File: src/verilog/mso_map.svh
/*
 Constants for the motion status output block: reset values of the
 status outputs and the bit positions of the general-purpose I/O
 vectors. Assumes it is included by its bare name.
*/
`ifndef MSO_MAP_SVH
`define MSO_MAP_SVH

// Reset values of the status outputs
`define MSO_READY_RST    1'b0
`define MSO_LIMIT_RST    1'b0
`define MSO_PAUSE_RST    1'b0
`define MSO_HOME_RST     1'b0
`define MSO_CURRENT_RST  1'b0
`define MSO_RELEASE_RST  1'b0
// Driver-ready qualify setting value that enables the extra check
`define MSO_DRIVER_READY_QUALIFY_ON    1'b1
// General output bit positions (general output n is bit n-1)
`define MSO_GOUT_CURRENT_OFF_OUT    0
`define MSO_GOUT_CON     1
`define MSO_GOUT_ACL     2
`define MSO_GOUT_CS      3
`define MSO_GOUT_FREE    4
`define MSO_GOUT_BRAKE   5
`define MSO_GOUT_TL      6
`define MSO_GOUT_GEN     7
// General input bit positions (general input n is bit n-1)
`define MSO_GIN_ALARM    0
`define MSO_GIN_END      1
`define MSO_GIN_SINGLE_ENDED_TIMING_IN     2
`define MSO_GIN_LIMIT    3
`define MSO_GIN_READY    4
`define MSO_GIN_DIFFERENTIAL_TIMING_IN     6

`endif

File: src/verilog/mso_pkg.sv
/*
 Types for the motion status output block.
 Assumes nothing of its surroundings.
*/
package mso_pkg;
   // Width of the general I/O vectors
   typedef logic [7:0] mso_gio_t;
endpackage : mso_pkg

File: src/verilog/mso_status.sv
/*
 Status output logic of a motion controller: ready, limiting condition,
 pause status, home position, brake release, and driver general I/O
 mapping. Assumes a single 100 MHz clock; command inputs are one-cycle
 pulses from logic on the same clock; driver connector inputs are
 asynchronous pins and are synchronised here.
*/
// Function
// - Ready only when idle, no sequence, no alarm
// - Qualify setting 1 also requires driver ready
// - Limit output follows driver limit input
// - Pause status while paused, command or input
// - Continue, clear, start-in-sequence, abort end pause
// - Home seek done: zero position, set home
// - After homing, stop at origin sets home
// - Current state 1 normally, 0 on cutoff/alarm
// - Release state 1 on any release source
// - Brake locked only when current and release 0
// - Both brake outputs always identical
// - Cancelled: driver outputs onto general outputs
// - Cancelled: driver inputs onto general inputs
// - Motion commands refused while motor moves
`include "mso_map.svh"
`timescale 1ns/10ps
`default_nettype none

module mso_status #(
   parameter int POS_W = 32
) (
   // Clock and reset
   input  wire logic               core_clk_in,
   input  wire logic               rst_in,
   // Internal motion state (same clock)
   input  wire logic               moving_in,
   input  wire logic               seq_running_in,
   input  wire logic               alarm_active_in,
   input  wire logic               current_cutoff_in,
   input  wire logic               at_origin_in,
   input  wire logic               home_seek_done_in,
   // Commands and pulses (same clock)
   input  wire logic               pause_cmd_in,
   input  wire logic               pause_sig_in,
   input  wire logic               continue_cmd_in,
   input  wire logic               pause_clear_cmd_in,
   input  wire logic               start_in,
   input  wire logic               abort_in,
   input  wire logic               motion_cmd_in,
   input  wire logic               sys_release_in,
   input  wire logic               remote_release_in,
   input  wire logic               release_cmd_in,
   // Configuration
   input  wire logic               driver_ready_qualify_in,
   input  wire logic               assign_cancel_in,
   input  wire mso_pkg::mso_gio_t  general_out_in,
   // Driver output sources (same clock)
   input  wire logic               current_off_src_in,
   input  wire logic               current_on_src_in,
   input  wire logic               alarm_deviation_clear_src_in,
   input  wire logic               resolution_sel_src_in,
   input  wire logic               release_src_in,
   input  wire logic               torque_limit_src_in,
   input  wire logic               gen_src_in,
   // Driver connector inputs (asynchronous pins)
   input  wire logic               drv_alarm_in,
   input  wire logic               drv_end_in,
   input  wire logic               single_ended_timing_in,
   input  wire logic               drv_limit_in,
   input  wire logic               drv_ready_in,
   input  wire logic               differential_timing_in,
   // Status outputs
   output var  logic               ready_out,
   output var  logic               limit_condition_status_out,
   output var  logic               pause_status_out,
   output var  logic               home_position_out,
   output var  logic               brake_release_out,
   output var  logic               sys_brake_release_out,
   output var  logic               motion_cmd_accept_out,
   output var  logic [POS_W-1:0]   position_command_value_out,
   // Driver connector outputs
   output var  logic               current_off_out,
   output var  logic               current_on_out,
   output var  logic               alarm_deviation_clear_out,
   output var  logic               resolution_sel_out,
   output var  logic               release_out,
   output var  logic               torque_limit_out,
   output var  logic               drv_gen_out,
   // General I/O when assignments are cancelled
   output var  mso_pkg::mso_gio_t  general_in_out,
   output var  mso_pkg::mso_gio_t  general_drv_out
);
   import mso_pkg::*;

   // -------------------------------------------------------------
   // Pin synchronisers
   // -------------------------------------------------------------
   // Six driver pins; first stage is read only by the second
   logic [5:0] pin_meta_q;
   logic [5:0] pin_sync_q;
   logic [5:0] pins;
   assign pins = {differential_timing_in, drv_ready_in, drv_limit_in,
                  single_ended_timing_in, drv_end_in, drv_alarm_in};

   // Two-flop synchroniser, no reset needed on data path
   always_ff @(posedge core_clk_in) begin
      pin_meta_q <= pins;
      pin_sync_q <= pin_meta_q;
   end

   logic s_alarm, s_end, s_single_ended_timing_in, s_limit, s_ready, s_differential_timing_in;
   assign s_alarm = pin_sync_q[0];
   assign s_end   = pin_sync_q[1];
   assign s_single_ended_timing_in  = pin_sync_q[2];
   assign s_limit = pin_sync_q[3];
   assign s_ready = pin_sync_q[4];
   assign s_differential_timing_in  = pin_sync_q[5];

   // -------------------------------------------------------------
   // Ready and motion command gate
   // -------------------------------------------------------------
   logic idle;
   assign idle = !moving_in && !seq_running_in && !alarm_active_in;

   // Ready registered; driver ready only counts when qualified
   always_ff @(posedge core_clk_in) begin
      if (rst_in) begin
         ready_out <= `MSO_READY_RST;
      end else begin
         ready_out <= idle && ((driver_ready_qualify_in != `MSO_DRIVER_READY_QUALIFY_ON)
                               || s_ready);
      end
   end

   // Accept pulse for a motion command only while not moving
   always_ff @(posedge core_clk_in) begin
      if (rst_in) begin
         motion_cmd_accept_out <= 1'b0;
      end else begin
         motion_cmd_accept_out <= motion_cmd_in && !moving_in;
      end
   end

   // -------------------------------------------------------------
   // Limiting condition
   // -------------------------------------------------------------
   // Follows the synchronised pin, three cycles from pin to output
   always_ff @(posedge core_clk_in) begin
      if (rst_in) begin
         limit_condition_status_out <= `MSO_LIMIT_RST;
      end else begin
         limit_condition_status_out <= s_limit;
      end
   end

   // -------------------------------------------------------------
   // Pause status
   // -------------------------------------------------------------
   logic pause_set, pause_clr;
   assign pause_set = pause_cmd_in || pause_sig_in;
   assign pause_clr = continue_cmd_in || pause_clear_cmd_in ||
                      (start_in && seq_running_in) || abort_in;

   // Set wins over clear so a new pause is never lost
   always_ff @(posedge core_clk_in) begin
      if (rst_in) begin
         pause_status_out <= `MSO_PAUSE_RST;
      end else if (pause_set) begin
         pause_status_out <= 1'b1;
      end else if (pause_clr) begin
         pause_status_out <= 1'b0;
      end
   end

   // -------------------------------------------------------------
   // Home position
   // -------------------------------------------------------------
   logic homed_q;

   // Homed flag remembers that a seek has succeeded once
   always_ff @(posedge core_clk_in) begin
      if (rst_in) begin
         homed_q <= 1'b0;
      end else if (home_seek_done_in) begin
         homed_q <= 1'b1;
      end
   end

   // Position command zeroed on successful seek
   always_ff @(posedge core_clk_in) begin
      if (rst_in) begin
         position_command_value_out <= '0;
      end else if (home_seek_done_in) begin
         position_command_value_out <= '0;
      end
   end

   // Home output on seek done, or stopped at origin once homed
   always_ff @(posedge core_clk_in) begin
      if (rst_in) begin
         home_position_out <= `MSO_HOME_RST;
      end else begin
         home_position_out <= home_seek_done_in ||
            (homed_q && at_origin_in && !moving_in);
      end
   end

   // -------------------------------------------------------------
   // Current, release and brake
   // -------------------------------------------------------------
   logic current_q, release_q;

   // Current holds 1 unless cut off or in alarm
   always_ff @(posedge core_clk_in) begin
      if (rst_in) begin
         current_q <= `MSO_CURRENT_RST;
      end else begin
         current_q <= !current_cutoff_in && !alarm_active_in;
      end
   end

   // Release state from any of the three sources
   always_ff @(posedge core_clk_in) begin
      if (rst_in) begin
         release_q <= `MSO_RELEASE_RST;
      end else begin
         release_q <= sys_release_in || remote_release_in ||
                      release_cmd_in;
      end
   end

   // Brake follows truth table even in reset: both states 0 = lock.
   // Two flops with the same input drive the connectors so they never differ.
   logic brake_d;
   assign brake_d = current_q || release_q;
   always_ff @(posedge core_clk_in) begin
      brake_release_out     <= rst_in ? 1'b0 : brake_d;
      sys_brake_release_out <= rst_in ? 1'b0 : brake_d;
   end

   // -------------------------------------------------------------
   // Driver outputs and general I/O mapping
   // -------------------------------------------------------------
   mso_gio_t drv_d;
   always_comb begin
      drv_d                   = '0;
      drv_d[`MSO_GOUT_CURRENT_OFF_OUT]   = current_off_src_in;
      drv_d[`MSO_GOUT_CON]    = current_on_src_in;
      drv_d[`MSO_GOUT_ACL]    = alarm_deviation_clear_src_in;
      drv_d[`MSO_GOUT_CS]     = resolution_sel_src_in;
      drv_d[`MSO_GOUT_FREE]   = release_src_in;
      drv_d[`MSO_GOUT_BRAKE]  = brake_d;
      drv_d[`MSO_GOUT_TL]     = torque_limit_src_in;
      drv_d[`MSO_GOUT_GEN]    = gen_src_in;
      if (assign_cancel_in) begin
         drv_d = general_out_in;
      end
   end

   // Register driver pins; pins carry general outputs when cancelled
   always_ff @(posedge core_clk_in) begin
      if (rst_in) begin
         general_drv_out           <= '0;
         current_off_out           <= 1'b0;
         current_on_out            <= 1'b0;
         alarm_deviation_clear_out <= 1'b0;
         resolution_sel_out        <= 1'b0;
         release_out               <= 1'b0;
         torque_limit_out          <= 1'b0;
         drv_gen_out               <= 1'b0;
      end else begin
         general_drv_out           <= drv_d;
         current_off_out           <= drv_d[`MSO_GOUT_CURRENT_OFF_OUT];
         current_on_out            <= drv_d[`MSO_GOUT_CON];
         alarm_deviation_clear_out <= drv_d[`MSO_GOUT_ACL];
         resolution_sel_out        <= drv_d[`MSO_GOUT_CS];
         release_out               <= drv_d[`MSO_GOUT_FREE];
         torque_limit_out          <= drv_d[`MSO_GOUT_TL];
         drv_gen_out               <= drv_d[`MSO_GOUT_GEN];
      end
   end

   // General inputs valid only while assignments are cancelled
   mso_gio_t gin_d;
   always_comb begin
      gin_d                  = '0;
      gin_d[`MSO_GIN_ALARM]  = s_alarm;
      gin_d[`MSO_GIN_END]    = s_end;
      gin_d[`MSO_GIN_SINGLE_ENDED_TIMING_IN]   = s_single_ended_timing_in;
      gin_d[`MSO_GIN_LIMIT]  = s_limit;
      gin_d[`MSO_GIN_READY]  = s_ready;
      gin_d[`MSO_GIN_DIFFERENTIAL_TIMING_IN]   = s_differential_timing_in;
   end

   always_ff @(posedge core_clk_in) begin
      if (rst_in || !assign_cancel_in) begin
         general_in_out <= '0;
      end else begin
         general_in_out <= gin_d;
      end
   end

endmodule : mso_status

`default_nettype wire

File: config.mk
export PLATFORM = sky130hd
export DESIGN_NAME = mso_status
export DESIGN_NICKNAME = d
export VERILOG_FILES = /design/src/verilog/mso_pkg.sv /design/src/verilog/mso_status.sv
export VERILOG_INCLUDE_DIRS = /design/src /design/src/verilog
export SDC_FILE = /design/constraint.sdc
export NUM_CORES = 1
export LEC_CHECK = 0
export ABC_AREA = 1
export BUFFER_PORTS_ARGS = -buffer_cell sky130_fd_sc_hd__buf_2
export CAP_MARGIN = 20
export CORE_MARGIN = 8
export CORE_UTILIZATION = 38
export DETAILED_ROUTE_END_ITERATION = 10
export PLACE_DENSITY = 0.75
export SYNTH_ARGS = -nofsm -noshare
export SYNTH_HDL_FRONTEND = slang
export SYNTH_SLANG_ARGS = --single-unit
export TNS_END_PERCENT = 100
File: constraint.sdc
create_clock -name core_clk_in -period 1 [get_ports core_clk_in]
set_clock_uncertainty 0.1 [all_clocks]
set_input_delay 0.05 -clock core_clk_in [delete_from_list [all_inputs] [get_ports core_clk_in]]
set_output_delay 0.05 -clock core_clk_in [all_outputs]
set_load 0.03 [all_outputs]
==> reports/metrics.yaml <==
place:
  preCtsSetupSlack_ns: 0.2092
  placed_area_mm2: 0.001500
  portBuffers: 68
  place_congestion: 0.7309
  place_inst: 248
  dp_hpwl_um: 2438
die:
  fp-row-count: 21
  die_h_um: 74.55
  start_util_pct: 39.34
  die_w_um: 74.55
  fp.coreArea_mm2: 0.003311
  pin_count: 103
  die_area_mm2: 0.005557
yosys:
  synth_top_family_by_area: "buffers and inverters"
  yosysTopAreaCell: "dfxtp_1"
  synth_top_flop_cell: "dfxtp_1"
  synth_edf_count: 0
  netlist_instances: 144
  synth_simple_gate_area_share_pct: 13.06
  synth-seq-area-share_pct: 53.79
  synthTopCellsByArea: "dfxtp_1 (54%), buf_4 (24%), nor2_1 (9.2%), o21ai_0 (3.1%), inv_1 (2.3%)"
  synth_seq_cells: 35
  synthAdderAreaFrac_pct: 0
  synth_commonest_cells: "buf_4 (42), dfxtp_1 (35), nor2_1 (32)"
  synth_xor_area_share_pct: 0
  avgSynthCellArea_um2: 9.045
  async_reset_ff_share_pct: 0
  ys_types: 15
  yosysTopAreaCellShare_pct: 53.79
  synth-compound-area-share_pct: 4.515
  muxShareOfSynthArea_pct: 0
  syn-cell-area_mm2: 0.001302
  ys.warnings.count: 0
  synth_most_common_cell: "buf_4"
sta:
  finalCritPeriodShare_pct: 100.2
  maxSlewViolCount: 0
  fin_ws_ns: -0.002117
  fmax_mhz: 997.9
  setup_violations: 1
  worst_hold_slack_ns: 0.2324
  rsz0062_at_grt: "true"
  post-route-min-period_ns: 1.002
  tns_ns: -0.002117
  hold_viol: 0
clock_network:
  cts_tree: "yes"
  clock-sinks: 35
  cts_setup_buffers: 0
  htreeDepth: 2
  tritoncts.num_buffers: 5
  clockBufferDepth: 2
  path_clk_slew_ns: 0.10
  clock_latency_ns: 0.32
  cts-root-buf: "clkbuf_4"
critical_path:
  slowest_delay_ns: 0.34
  end_kind: "primary output"
  cp.arrival_ns: 0.85
  path_class: "reg -> out"
  cp-start-kind: "register"
  path_buf_inv: 1
  crit_fanout: 2
  slowest_stage: "dfxtp_1"
  required_ns: 0.85
  timing.critical_path.cells: "clkbuf_4"
  critPathTopFamily: "flip-flops"
routing:
  routedWlPerCell_um: 13.49
  drcViolationCount: 0
  vias: 1144
  viasPerCell: 3.891
  dr.pass1.iters: 4
  ant_nets: 0
  drt_first_iter_violations: 46
  wirelength_um: 3967
layout:
  stdcell_count: 294
  design_area_mm2: 0.002100
  final_core_util_pct: 63.42
  fin_nets: 290
  insertedDiodeCount: 0
  drive_above_1_share_pct: 35.89
  fillCellCount: 277
  area_growth_syn_to_layout_pct: 61.19
power_and_ir_drop:
  power.share.sequential_pct: 51.8
  report.power.total_mw: 2.925
  combinationalPowerShare_pct: 25.7
  power_switching_mw: 0.8976
  p_sw_share_pct: 30.68
  p_leak_nw: 1.071
  vdd_drop_max_mv: 0.6338
  p_clk_share_pct: 22.5
  power_density_mw_per_mm2: 1393
  intPower_mw: 2.028
global_routing:
  track_usage_pct: 13.19
  grt_pass1_wl_um: 5395
  grt_overflow: 0
  antenna_found_initial: 0
  grt_max_degree: 11
  grt_pass1_vias: 1154
status:
  outcome: "finished with violations"
  violations: "setup timing"
run:
  drv_cap: 0
worst_hold_path:
  worstHoldPathType: "reg -> reg"
==> cells in the final DEF, fill, tap and decap left out, types with 7 or more instances in the layout <==
cell type / count
conb_1: 34
buf_6: 18
dfxtp_2: 10
clkbuf_4: 7
buf_2: 40
buf_4: 9
inv_1: 8
dlygate4sd3_1: 40
nor2_1: 32
dfxtp_1: 25
o21ai_0: 8
==> kinds of logic after synthesis <==
kind of cell    count (synthesis)
buf+inv                        54
other cells                     1
compound gates                 11
simple gates                   43
flops                          35
==> layer usage <==
| layer | vias to the layer above | global-route usage (%) | part of all wire, % |
|---|---|---|---|
| met5 | - | 0 | 0 |
| met4 | 0 | 7.174 | 2.2 |
| met3 | 10 | 4.178 | 9.0 |
| met2 | 64 | 24.20 | 50 |
| met1 | 501 | 12.71 | 39 |
| li1 | 569 | - | - |
==> registers in the layout, indices dropped and copies added, names as in the netlist, 6 cells and up <==
register	flops
general_drv_out	7
pin_sync_q	6
pin_meta_q	6
general_in_out	6
==> worst register-to-register path: stages (launching register included) <==
cell	delay, ns
dfxtp_2	0.35
inv_1	0.05
nor2_1	0.09
nand3_1	0.08
a21oi_1	0.11
==> repair_timing <==
action | in CTS | in global routing
gates cloned | 0 | 0
hold endpoints to repair | 23 | 0
hold buffers | 40 | 0
setup endpoints to repair | 23 | 32
gates resized for setup | 23 | 45
==> final cells by class <==
| type | instances | area (um^2) | area share (%) |
|---|---|---|---|
| Tap cell | 46 | 57.56 | 2.741 |
| Clock buffer | 6 | 41.29 | 1.967 |
| Inverter | 10 | 42.54 | 2.026 |
| Timing Repair Buffer | 109 | 885.9 | 42.19 |
| Sequential cell | 35 | 713.2 | 33.97 |
| Multi-Input combinational cell | 88 | 359.1 | 17.10 |
==> worst paths after layout <==
kind                            startpoint                            end  slack (ns)  depth (start not counted)
max          general_drv_out[2]$_SDFF_PP0_      alarm_deviation_clear_out      -0.002                          1
min reg2reg          pin_meta_q[2]$_DFF_P_          pin_sync_q[2]$_DFF_P_        0.23                          0
max reg2reg  pause_status_out$_SDFFE_PP0P_  pause_status_out$_SDFFE_PP0P_        0.16                          4
min                  pin_meta_q[2]$_DFF_P_          pin_sync_q[2]$_DFF_P_        0.23                          0
==> power groups by stage <==
| stage | clock (mW) | sequential, mW | combinational [mW] |
|---|---|---|---|
| final | 0.659 | 1.51 | 0.752 |
| after global routing | 0.764 | 1.52 | 0.796 |
| after CTS | 0.690 | 1.50 | 0.697 |
| after detailed placement | 0 | 1.53 | 0.545 |
| after global placement | 0 | 1.52 | 0.539 |
| after floorplan | 0 | 1.62 | 0.425 |
Power figures use the tool's default switching activity.
